File: src/dmx_pkg.sv
// Package with register layout, modes and carriers for the diagnostic output mux control.
package dmx_pkg;

  // Register width and reset value.
  localparam int DATA_W = 8;
  localparam logic [7:0] CTRL_RESET = 8'h00;

  // Field positions within the diagnostic control register.
  localparam int EN_BIT = 7;
  localparam int SDO_BIT = 6;
  localparam int LVL_BIT = 5;
  localparam int ICS_HI = 4;
  localparam int ICS_LO = 2;
  localparam int MODE_HI = 1;
  localparam int MODE_LO = 0;

  // Interconnect selection codes.
  localparam logic [2:0] ICS_NONE = 3'h0;
  localparam logic [2:0] ICS_ERR = 3'h1;
  localparam logic [2:0] ICS_CS = 3'h2;
  localparam logic [2:0] ICS_SDI = 3'h3;
  localparam logic [2:0] ICS_SCK = 3'h4;
  localparam logic [2:0] ICS_SDO = 3'h7;

  // Diagnostic mux modes.
  typedef enum logic [1:0] {
    DMX_FORCE = 2'h0,
    DMX_DIGITAL = 2'h1,
    DMX_ANALOG = 2'h2,
    DMX_ICONN = 2'h3
  } dmx_mode_t;

  // Decoded view of the control register.
  typedef struct packed {
    logic diag_output_pin_enable;
    logic sdo_force_level;
    logic pin_force_level;
    logic [2:0] interconnect_select;
    dmx_mode_t diag_mode_select;
  } dmx_ctrl_t;

  // Input pins looped back in interconnect test.
  typedef struct packed {
    logic err_in;
    logic cs_in;
    logic sdi_in;
    logic sck_in;
  } dmx_pins_t;

endpackage

File: src/dmx_diag_control.sv
// Diagnostic output mux control register and pin routing.
`timescale 1ns/1ps

module dmx_diag_control #(
  parameter int CH_W = 8
) (
  input wire logic ref_clk_in,
  input wire logic rst_b_in,
  input wire logic dev_reset_in,
  input wire logic wr_strobe_in,
  input wire logic [7:0] wr_data_in,
  input wire logic control_write_lock_in,
  input wire logic [CH_W-1:0] channel_select_in,
  input wire dmx_pkg::dmx_pins_t pins_in,
  input wire logic digital_mux_in,
  input wire logic analog_mux_active_in,
  output logic [7:0] rd_data_out,
  output logic diag_output_pin_out,
  output logic diag_output_pin_oe_out,
  output logic sdo_force_out,
  output logic sdo_force_oe_out,
  output logic [CH_W-1:0] channel_sel_out,
  output logic analog_route_en_out
);

  logic [7:0] ctrl_reg;
  dmx_pkg::dmx_ctrl_t ctrl;
  dmx_pkg::dmx_pins_t pins_meta_reg;
  dmx_pkg::dmx_pins_t pins_sync_reg;
  logic dig_meta_reg;
  logic dig_sync_reg;
  logic src_next;
  logic drive_next;
  logic sdo_drive_next;

  // Decodes an interconnect code into the looped-back pin level.
  function automatic logic iconn_pick(input logic [2:0] code, input dmx_pkg::dmx_pins_t p);
    logic v;
    v = 1'b0;
    case (code)
      dmx_pkg::ICS_ERR: v = p.err_in;
      dmx_pkg::ICS_CS: v = p.cs_in;
      dmx_pkg::ICS_SDI: v = p.sdi_in;
      dmx_pkg::ICS_SCK: v = p.sck_in;
      default: v = 1'b0;
    endcase
    return v;
  endfunction

  assign ctrl = dmx_pkg::dmx_ctrl_t'(ctrl_reg);

  // Control register: cleared by either reset, written only when unlocked.
  always_ff @(posedge ref_clk_in) begin
    if (!rst_b_in || dev_reset_in) begin
      ctrl_reg <= dmx_pkg::CTRL_RESET;
    end else if (wr_strobe_in && !control_write_lock_in) begin
      ctrl_reg <= wr_data_in;
    end
  end

  // Pin inputs pass two flip-flops before any logic reads them.
  always_ff @(posedge ref_clk_in) begin
    if (!rst_b_in) begin
      pins_meta_reg <= '0;
      pins_sync_reg <= '0;
      dig_meta_reg <= 1'b0;
      dig_sync_reg <= 1'b0;
    end else begin
      pins_meta_reg <= pins_in;
      pins_sync_reg <= pins_meta_reg;
      dig_meta_reg <= digital_mux_in;
      dig_sync_reg <= dig_meta_reg;
    end
  end

  // Selects the diagnostic source from the mode field.
  always_comb begin
    src_next = 1'b0;
    drive_next = ctrl.diag_output_pin_enable;
    case (ctrl.diag_mode_select)
      dmx_pkg::DMX_FORCE: src_next = ctrl.pin_force_level;
      dmx_pkg::DMX_DIGITAL: src_next = dig_sync_reg;
      dmx_pkg::DMX_ANALOG: begin
        src_next = 1'b0;
        drive_next = 1'b0; // The analog path owns the pin in this mode.
      end
      dmx_pkg::DMX_ICONN: src_next = iconn_pick(ctrl.interconnect_select, pins_sync_reg);
      default: src_next = 1'b0;
    endcase
    sdo_drive_next = ctrl.diag_output_pin_enable && (ctrl.diag_mode_select == dmx_pkg::DMX_ICONN)
      && (ctrl.interconnect_select == dmx_pkg::ICS_SDO) && pins_sync_reg.cs_in;
  end

  // Registered outputs so routing follows a write one cycle later.
  always_ff @(posedge ref_clk_in) begin
    if (!rst_b_in) begin
      diag_output_pin_out <= 1'b0;
      diag_output_pin_oe_out <= 1'b0;
      sdo_force_out <= 1'b0;
      sdo_force_oe_out <= 1'b0;
      analog_route_en_out <= 1'b0;
    end else begin
      diag_output_pin_out <= drive_next ? src_next : 1'b0;
      diag_output_pin_oe_out <= drive_next;
      sdo_force_out <= sdo_drive_next ? ctrl.sdo_force_level : 1'b0;
      sdo_force_oe_out <= sdo_drive_next;
      analog_route_en_out <= ctrl.diag_output_pin_enable
        && (ctrl.diag_mode_select == dmx_pkg::DMX_ANALOG);
    end
  end

  // Channel selection passes only when the interconnect select field is ICS_NONE, in any mode.
  always_ff @(posedge ref_clk_in) begin
    if (!rst_b_in) begin
      channel_sel_out <= '0;
    end else if (ctrl.interconnect_select == dmx_pkg::ICS_NONE) begin
      channel_sel_out <= channel_select_in;
    end else begin
      channel_sel_out <= '0;
    end
  end

  // Read-back of the stored register value.
  assign rd_data_out = ctrl_reg;

endmodule

File: config.mk
export PLATFORM = sky130hd
export DESIGN_NAME = dmx_diag_control
export DESIGN_NICKNAME = d
export VERILOG_FILES = /design/src/dmx_pkg.sv /design/src/dmx_diag_control.sv
export SDC_FILE = /design/constraint.sdc
export NUM_CORES = 1
export LEC_CHECK = 0
export ABC_CLOCK_PERIOD_IN_PS = 890
export BUFFER_PORTS_ARGS = -buffer_cell sky130_fd_sc_hd__buf_2
export CORE_AREA = 3 3 55 57
export DETAILED_ROUTE_END_ITERATION = 7
export DIE_AREA = 0 0 58 60
export PLACE_DENSITY = 0.7
export SYNTH_ARGS = -nofsm -noshare
export SYNTH_HDL_FRONTEND = slang
export SYNTH_SLANG_ARGS = --single-unit
File: constraint.sdc
create_clock -name ref_clk_in -period 0.89 [get_ports ref_clk_in]
set_input_delay 0.0445 -clock ref_clk_in [delete_from_list [all_inputs] [get_ports ref_clk_in]]
set_output_delay 0.0445 -clock ref_clk_in [all_outputs]
set_load 0.05 [all_outputs]
==> results of run 1 <==
[kinds of logic after synthesis]
logic type             after synthesis
AND/OR/NAND/NOR                     43
multiplexers                         7
AO/OA/AOI/OAI                        8
buffers and inverters                5
flip-flops                          31
[stage by stage]
stage	power, mW	cells
6_report	2.80	204
5_1_grt	2.90	204
4_1_cts	2.78	202
3_5_place_dp	1.78	171
3_3_place_gp	1.77	171
2_1_floorplan	1.68	94
[Yosys cell counts]
| cell | count | area share, % |
|---|---|---|
| nor2b_1 | 1 | 0.63 |
| nand2b_1 | 2 | 1.2 |
| and2_1 | 18 | 11 |
| a21oi_1 | 6 | 3.0 |
| buf_2 | 1 | 0.50 |
| buf_1 | 1 | 0.37 |
| nor4b_4 | 1 | 2.4 |
| nor2_1 | 13 | 4.9 |
| o221ai_1 | 1 | 0.88 |
| nor3b_1 | 1 | 0.75 |
| mux2i_1 | 7 | 7.0 |
| clkbuf_1 | 1 | 0.37 |
| inv_1 | 2 | 0.75 |
| dfxtp_1 | 31 | 62 |
| nand3_1 | 1 | 0.50 |
| nand2_1 | 4 | 1.5 |
| nor4_1 | 2 | 1.2 |
| o31ai_1 | 1 | 0.75 |
[layout make-up]
class,count,area (sq um),share of cell area [%]
Tap cell,30,37.5,2.07
Inverter,2,7.51,0.415
Clock buffer,8,68.8,3.80
Timing Repair Buffer,75,651,35.9
Sequential cell,31,651,35.9
Multi-Input combinational cell,58,395,21.8
[metal layers]
metal	up-vias	part of all wire (%)	track usage (%)
met5	-	0	0
met4	0	0.62	2.98
met2	26	53	29.0
met3	2	5.2	5.83
met1	420	42	18.2
li1	469	-	-
[tightest hold or removal path, stage by stage]
cell     delay [ns]
buf_2          0.13
nand3_1        0.09
nor4_2         0.05
[worst paths after layout]
kind / end / slack [ns] / startpoint / cells past startpoint
worst max-delay path: channel_sel_out[4]$_SDFF_PN0_ / -0.10 / rd_data_out[3]$_SDFFE_PP0P_ / 3
worst min register to register: pins_sync_reg[3]$_SDFF_PN0_ / 0.44 / pins_meta_reg[3]$_SDFF_PN0_ / 1
worst min-delay path: sdo_force_out$_SDFF_PN0_ / 0.04 / rst_b_in / 3
worst max register to register: channel_sel_out[4]$_SDFF_PN0_ / -0.10 / rd_data_out[3]$_SDFFE_PP0P_ / 3
[power by group through the flow]
stage / combinational, mW / sequential (mW) / clock [mW]
after detailed placement: 0.301 / 1.48 / 0
final: 0.437 / 1.46 / 0.900
after global placement: 0.295 / 1.48 / 0
after floorplan: 0.0855 / 1.59 / 0
after global routing: 0.468 / 1.47 / 0.967
after CTS: 0.410 / 1.45 / 0.919
[what timing repair did]
item / CTS / global route
buffers inserted: 2 / 2
endpoints found under the setup margin: 31 / 30
pin swaps: 9 / 2
hold buffers: 21 / 0
endpoints found under the hold margin: 21 / 0
gates resized for setup: 38 / 18
==> impl_metrics.tcl, run 1 <==
set metrics [dict create \
    finalCritPeriodShare_pct 111 \
    rsz0062_at_grt "yes" \
    ys_ff_latch 31 \
    status "complete, but fails checks" \
    htree_levels 2 \
    crit_family "flip-flops" \
    power_density_nw_per_um2 1540 \
    setup_viol_count_final 13 \
    drive_above_1_share_pct 46.6 \
    ant_nets 0 \
    clock_tree.root_cell "clkbuf_4" \
    core-area_sq_um 2520 \
    crit_chain "nor4b_4 > buf_4 > and2_4" \
    syn_area_sq_um 1000 \
    slowest_delay_ns 0.39 \
    drtPass1Iterations 3 \
    drt_iter0_markers 9 \
    fmaxAchievable_ghz 1.01 \
    mostFrequentLayoutCells "buf_2, dlygate4sd3_1, dfxtp_1" \
    worst_ep_required_time_ns 1.15 \
    fillers 182 \
    violations "setup timing" \
    ys_types 18 \
    synth_top_family_by_area "simple AND/OR/NAND/NOR gates" \
    finalSetupTns_ns -0.934 \
    overflow 0 \
    hold_viol 0 \
    power_frac_clock_pct 32.2 \
    max-cap-violations 0 \
    setup_slack_ns -0.100 \
    startpoint_type "flip-flop" \
    path_buf_inv 1 \
    rows 18 \
    worstPathMaxFanout 8 \
    die_x_um 58 \
    seq_area_frac_synth_pct 62.0 \
    synth_nets 121 \
    start_util_pct 39.7 \
    finalCriticalPeriod_ns 0.990 \
    cp-end-kind "flip-flop" \
    grt_pass1_wl_mm 4.13 \
    synthAdderAreaFrac_pct 0 \
    syn_avg_cell_area_sq_um 10.6 \
    hold_class "input port to flip-flop" \
    insertion_delay_ns 0.31 \
    synth_compound_area_share_pct 4.63 \
    cts_buffer_depth 2 \
    slew_viol_final 0 \
    leakage_nw 0.785 \
    dieArea_sq_um 3480 \
    io_buffers 46 \
    utilization_pct 71.8 \
    fin_skew_ns 0.0110 \
    crit_type "flip-flop to flip-flop" \
    vias 917 \
    grt_max_degree 11 \
    cts.clk_slew.worst_paths_ns 0.09 \
    cts_buffers 5 \
    ios 48 \
    yosysWarnings 0 \
    nets 200 \
    worst_path_max_delay_cell "dfxtp_4" \
    hpwl_mm 1.54 \
    postLayoutCellArea_sq_um 1810 \
    insertedDiodeCount 0 \
    gp_congestion 0.739 \
    internal_power_mw 2.12 \
    synthSimpleGateAreaFrac_pct 24.4 \
    dp_slack_ns -0.145 \
    peakVddDrop_v 0.00143 \
    final_common_cell "buf_2" \
    drt_wl_total_mm 2.58 \
    viasPerCell 4.50 \
    grt_pass1_vias 939 \
    synthCells 94 \
    seqPwrFrac_pct 52.2 \
    synthXorXnorAreaFrac_pct 0 \
    p_sw_uw 674 \
    slew_headroom_pct 79.7 \
    cts_tree "yes" \
    synthMuxAreaShare_pct 7.00 \
    clkSinkCount 31 \
    gr-usage-all-layers_pct 16.0 \
    whs_ns 0.0414 \
    p_sw_share_pct 24.1 \
    drc 0 \
    wl_per_cell_um 12.7 \
    worst_pin_slew_ns 0.304 \
    antenna_found_initial 0 \
    crit_arrival_ns 1.25 \
    p_comb_share_pct 15.6 \
    area_growth_pct 80.9 \
    die_height_um 60 \
    placed_area_sq_um 1320 \
]
No activity file was read; power rests on OpenSTA's default activity.
==> run 2, diff against run 1 <==
--- a/config.mk
+++ b/config.mk
@@ -7,10 +7,12 @@
 export LEC_CHECK = 0
 export ABC_CLOCK_PERIOD_IN_PS = 890
 export BUFFER_PORTS_ARGS = -buffer_cell sky130_fd_sc_hd__buf_2
-export CORE_AREA = 3 3 55 57
+export CORE_AREA = 3 3 65 49
 export DETAILED_ROUTE_END_ITERATION = 7
-export DIE_AREA = 0 0 58 60
+export DIE_AREA = 0 0 68 52
+export GPL_TIMING_DRIVEN = 0
 export PLACE_DENSITY = 0.7
+export RECOVER_POWER = 25
 export SYNTH_ARGS = -nofsm -noshare
 export SYNTH_HDL_FRONTEND = slang
 export SYNTH_SLANG_ARGS = --single-unit
==> run 2 against run 1 <==
The run still ends with setup timing left; largest power group unchanged; largest cell class unchanged; sequential share of layout area is 2.2 points higher; combinational power is 14% lower; sequential cell count stayed put; sequential power hardly changed; final cell count is 0.49% lower.
==> impl_metrics.tcl, run 2 (synthesis results as in run 1) <==
set metrics [dict create \
    status "complete, but fails checks" \
    violations "setup timing" \
    startpoint "rd_data_out[4]$_SDFFE_PP0P_" \
    crit_arrival_ns 1.20 \
    leakage_nw 0.748 \
    cp-endpoint "channel_sel_out[7]$_SDFF_PN0_" \
    slew_headroom_pct 77.5 \
    overflow 0 \
    p_total_mw 2.85 \
    antenna_found_initial 0 \
    p_sw_share_pct 24.8 \
    drive_above_1_share_pct 42.5 \
    seqPwrFrac_pct 51.0 \
    power_density_nw_per_um2 1690 \
    cp-end-kind "flip-flop" \
    start_util_pct 37.3 \
    mostFrequentLayoutCells "buf_2, dfxtp_1, dlygate4sd3_1" \
    placed_area_sq_um 1310 \
    insertion_delay_ns 0.28 \
    cts_tree "yes" \
    hold_class "input port to flip-flop" \
    fmaxAchievable_ghz 1.03 \
    rows 16 \
    hold_depth 3 \
    grt_max_degree 11 \
    gr-usage-all-layers_pct 13.8 \
    rr_worst_depth 3 \
    worstPathMaxFanout 8 \
    cts_buffer_depth 2 \
    die_height_um 52 \
    grt_pass1_wl_mm 3.42 \
    peakVddDrop_v 0.000766 \
    crit_type "flip-flop to flip-flop" \
    finalCriticalPeriod_ns 0.973 \
    hpwl_mm 1.48 \
    reg2reg_to "channel_sel_out[7]$_SDFF_PN0_" \
    drc 0 \
    drt_wl_total_mm 2.24 \
    slew_viol_final 0 \
    worst_pin_slew_ns 0.337 \
    fillers 239 \
    p_comb_share_pct 13.2 \
    fin_skew_ns 0.00267 \
    multi_input_area_sq_um 395 \
    io_buffers 46 \
    utilization_pct 62.8 \
    placed_cells 176 \
    regArea_sq_um 643 \
    dieArea_sq_um 3540 \
    cts.clk_slew.worst_paths_ns 0.06 \
    die_x_um 68 \
    clock_tree.root_cell "clkbuf_8" \
    final_cells 203 \
    grt_pass1_vias 803 \
    nets 193 \
    wl_per_cell_um 11.0 \
    vias 870 \
    area_growth_pct 68.4 \
    ant_nets 0 \
    ios 48 \
    clkSinkCount 31 \
    hold_viol 0 \
    insertedDiodeCount 0 \
    p_sw_uw 708 \
    finalCritPeriodShare_pct 109 \
    internal_power_mw 2.14 \
    power_frac_clock_pct 35.8 \
    startpoint_type "flip-flop" \
    drt_iter0_markers 36 \
    drtPass1Iterations 3 \
    gp_congestion 0.751 \
    worst_ep_required_time_ns 1.11 \
    setup_slack_ns -0.0826 \
    rrSetupSlack_ns -0.08 \
    viasPerCell 4.29 \
    max-cap-violations 0 \
    postLayoutCellArea_sq_um 1690 \
    rsz0062_at_grt "yes" \
    cts_buffers 5 \
    final_common_cell "buf_2" \
    reg2reg_from "rd_data_out[4]$_SDFFE_PP0P_" \
    htree_levels 2 \
    setup_viol_count_final 12 \
    core-area_sq_um 2680 \
]
==> run 2: cell types whose count changed in the layout (fill, tap and decap cells not counted), moves of 2 or more <==
cell	delta
and2_1	-2
and2_0	+4
dfxtp_1	+6
buf_4	+5
buf_2	+2
clkinv_2	+3
dlygate4sd3_1	-6
clkbuf_8	+3
dfxtp_2	-6
and2_4	-2
nor4_2	-2
buf_6	-12
buf_8	-2
==> run 2: routing by layer <==
metal / vias up / track usage, % / part of all wire, %
li1: 450 / - / -
met1: 389 / 14.5 / 41
met2: 26 / 23.0 / 51
met3: 5 / 5.18 / 6.7
met4: 0 / 8.91 / 2.0
met5: - / 0 / 0
==> run 2: area by class of cell <==
cell class	count	share of cell area [%]
plain buffers	3	0.742
clock buffers	5	4.08
clock inverters	3	0.891
inverters	2	0.445
multi-input cells	58	23.5
flip-flops and latches	31	38.2
well taps	36	2.67
repair buffers	65	29.5
==> run 2: worst min path at each step <==
| stage | start | end | slack (ns) |
|---|---|---|---|
| finish | wr_data_in[1] | rd_data_out[1]$_SDFFE_PP0P_ | 0.005 |
| CTS | wr_data_in[4] | rd_data_out[4]$_SDFFE_PP0P_ | 0.0007 |
| detailed placement | channel_select_in[5] | channel_sel_out[5]$_SDFF_PN0_ | 0.25 |
| global route | wr_data_in[4] | rd_data_out[4]$_SDFFE_PP0P_ | 0.02 |
| global placement | channel_select_in[3] | channel_sel_out[3]$_SDFF_PN0_ | 0.24 |
| floorplan | channel_select_in[0] | channel_sel_out[0]$_SDFF_PN0_ | 0.17 |
==> run 2: through the flow <==
| stage | hold slack, ns | worst slack [ns] | setup TNS, ns |
|---|---|---|---|
| 2_1_floorplan | 0.166 | -0.103 | -0.802 |
| 3_3_place_gp | 0.244 | -0.114 | -0.933 |
| 3_5_place_dp | 0.246 | -0.129 | -1.08 |
| 4_1_cts | 0.000697 | -0.0772 | -0.667 |
| 5_1_grt | 0.0167 | -0.143 | -1.39 |
| 6_report | 0.00530 | -0.0826 | -0.712 |
==> run 2: worst max-delay path, cell delays in order, from the launching register on <==
cell     delay (ns)
dfxtp_4        0.37
nor4b_4        0.26
buf_4          0.17
and2_1         0.12
==> run 2: what timing repair did <==
action,in CTS,in global routing
setup endpoints to repair,25,22
hold buffers,15,0
gates resized for setup,21,13
setup buffers,3,1
hold endpoints to repair,15,0
pin swaps,8,2
==> run 2: power by group through the flow <==
stage,sequential (mW),clock (mW),combinational [mW]
after global placement,1.48,0,0.288
after global routing,1.46,1.12,0.406
final,1.45,1.02,0.376
after detailed placement,1.48,0,0.293
after CTS,1.45,1.06,0.367
after floorplan,1.59,0,0.0855
==> run 3, diff against run 2 <==
--- a/config.mk
+++ b/config.mk
@@ -5,13 +5,15 @@
 export SDC_FILE = /design/constraint.sdc
 export NUM_CORES = 1
 export LEC_CHECK = 0
+export ABC_AREA = 0
 export ABC_CLOCK_PERIOD_IN_PS = 890
 export BUFFER_PORTS_ARGS = -buffer_cell sky130_fd_sc_hd__buf_2
-export CORE_AREA = 3 3 65 49
+export CORE_AREA = 2 2 62 46
+export CTS_BUF_LIST = sky130_fd_sc_hd__clkbuf_2
 export DETAILED_ROUTE_END_ITERATION = 7
-export DIE_AREA = 0 0 68 52
+export DIE_AREA = 0 0 64 48
 export GPL_TIMING_DRIVEN = 0
-export PLACE_DENSITY = 0.7
+export PLACE_DENSITY = 0.75
 export RECOVER_POWER = 25
 export SYNTH_ARGS = -nofsm -noshare
 export SYNTH_HDL_FRONTEND = slang
==> run 3 against run 2 <==
The run still ends with setup timing left; largest power group unchanged; clock skew increased by 0.022 ns; critical path type unchanged; final cell count rose by 4.9%; worst setup slack worse by 0.11 ns; clock power down 35%; via count grew 16%; sequential share of layout area down 4.2 points; final area up 15%; highest routed layer unchanged; non-clock buffer count rose by 12; critical endpoint is now diag_output_pin_out$_SDFF_PN0_.
==> impl_metrics.tcl, run 3 (synthesis results as in run 1) <==
set metrics [dict create \
    cp-end-kind "flip-flop" \
    die_x_um 64 \
    insertion_delay_ns 0.37 \
    overflow 0 \
    ant_nets 0 \
    drc 0 \
    start_util_pct 41.3 \
    rsz0062_at_grt "yes" \
    rows 15 \
    gp_congestion 0.724 \
    hold_class "input port to flip-flop" \
    clock_tree.root_cell "clkbuf_2" \
    fin_skew_ns 0.0245 \
    crit_arrival_ns 1.38 \
    drtPass1Iterations 6 \
    whs_ns 0.0472 \
    core-area_sq_um 2420 \
    peakVddDrop_v 0.00113 \
    violations "setup timing" \
    setup_slack_ns -0.190 \
    power_density_nw_per_um2 1350 \
    crit_chain "buf_6 > nor2_1 > nor2_2 > o31ai_2 > a21oi_1" \
    dieArea_sq_um 3070 \
    placed_cells 174 \
    fmaxAchievable_ghz 0.926 \
    drt_wl_total_mm 3.44 \
    io_buffers 46 \
    startpoint_type "flip-flop" \
    insertedDiodeCount 0 \
    htree_levels 2 \
    finalCriticalPeriod_ns 1.08 \
    clkSinkCount 31 \
    antenna_found_initial 0 \
    hold_viol 0 \
    die_height_um 48 \
    slowest_delay_ns 0.41 \
    fillers 121 \
    slew_headroom_pct 75.9 \
    worst_pin_slew_ns 0.361 \
    ios 48 \
    worst_path_max_delay_cell "dfxtp_4" \
    grt_max_degree 11 \
    slew_viol_final 0 \
    final_cells 213 \
    crit_family "flip-flops" \
    viasPerCell 4.76 \
    vias 1013 \
    max-cap-violations 0 \
    utilization_pct 80.3 \
    worstPathMaxFanout 4 \
    area_growth_pct 94.1 \
    drt_iter0_markers 65 \
    hpwl_mm 1.60 \
    grt_pass1_wl_mm 4.34 \
    wl_per_cell_um 16.2 \
    cts_buffers 5 \
    dp_slack_ns -0.153 \
    worst_ep_required_time_ns 1.19 \
    cts_buffer_depth 2 \
    drive_above_1_share_pct 57.0 \
    status "complete, but fails checks" \
    final_common_cell "buf_2" \
    p_total_mw 2.62 \
    grt_pass1_vias 961 \
    gr-usage-all-layers_pct 20.4 \
    mostFrequentLayoutCells "buf_2, dlygate4sd3_1, buf_8" \
    crit_type "flip-flop to flip-flop" \
    setup_viol_count_final 32 \
    path_buf_inv 1 \
    finalCritPeriodShare_pct 121 \
    leakage_nw 0.896 \
    cts_tree "yes" \
    nets 205 \
    cts.clk_slew.worst_paths_ns 0.17 \
]
## run 3: changes by cell type in the layout (fill, tap and decap cells not counted), moves of 4 or more
cell	delta
and2_0	-4
dlygate4sd3_1	+7
clkbuf_4	-4
and2_4	+5
buf_6	+6
buf_4	-8
dfxtp_1	-14
clkbuf_2	+6
dfxtp_2	+14
clkbuf_8	-5
buf_8	+12
## run 3: per-stage QoR
stage	area, sq um	TNS, ns
after floorplan	1040	-0.802
after global placement	1310	-0.694
after detailed placement	1310	-1.20
after CTS	1820	-2.08
after global routing	1940	-4.33
final	1940	-2.62
## run 3: cell type report
type	instances	area, sq um	share of cell area (%)
plain buffers	3	12.5	0.644
multi-input cells	58	462	23.8
clock buffers	6	30.0	1.55
repair buffers	77	721	37.1
well taps	34	42.5	2.19
inverters	2	7.51	0.386
clock inverters	2	7.51	0.386
flip-flops and latches	31	661	34.0
## run 3: worst register-to-register path, delay by kind of cell, from the launching register on
kind / cells / cell delay, ns
compound gates: 2 / 0.25
buf+inv: 1 / 0.12
flops: 1 / 0.41
simple gates: 2 / 0.21
## run 3: layer usage
metal	vias up	track usage, %	wire length [um]
li1	473	-	-
met1	469	20.0	1350
met2	54	37.5	1690
met3	17	6.12	252
met4	0	17.8	153
met5	-	0	0
## run 3: worst paths after layout
check,from,end,slack (ns),cells after the start
max,rd_data_out[0]$_SDFFE_PP0P_,diag_output_pin_out$_SDFF_PN0_,-0.19,5
min,rst_b_in,sdo_force_oe_out$_SDFF_PN0_,0.05,3
max reg2reg,rd_data_out[0]$_SDFFE_PP0P_,diag_output_pin_out$_SDFF_PN0_,-0.19,5
min reg2reg,pins_meta_reg[1]$_SDFF_PN0_,pins_sync_reg[1]$_SDFF_PN0_,0.45,1
## run 3: power breakdown
group / internal [mW] / total, mW / switching (mW)
clock network: 0.189 / 0.667 / 0.478
registers: 1.43 / 1.47 / 0.0384
logic: 0.258 / 0.488 / 0.230
total: 1.88 / 2.62 / 0.746
## run 3: what timing repair did
action,4_1_cts,5_1_grt
resized for setup,66,29
buffers inserted,7,2
pin swaps,8,7
hold buffers,22,0
endpoints found under the hold margin,22,0
setup endpoints to repair,30,32
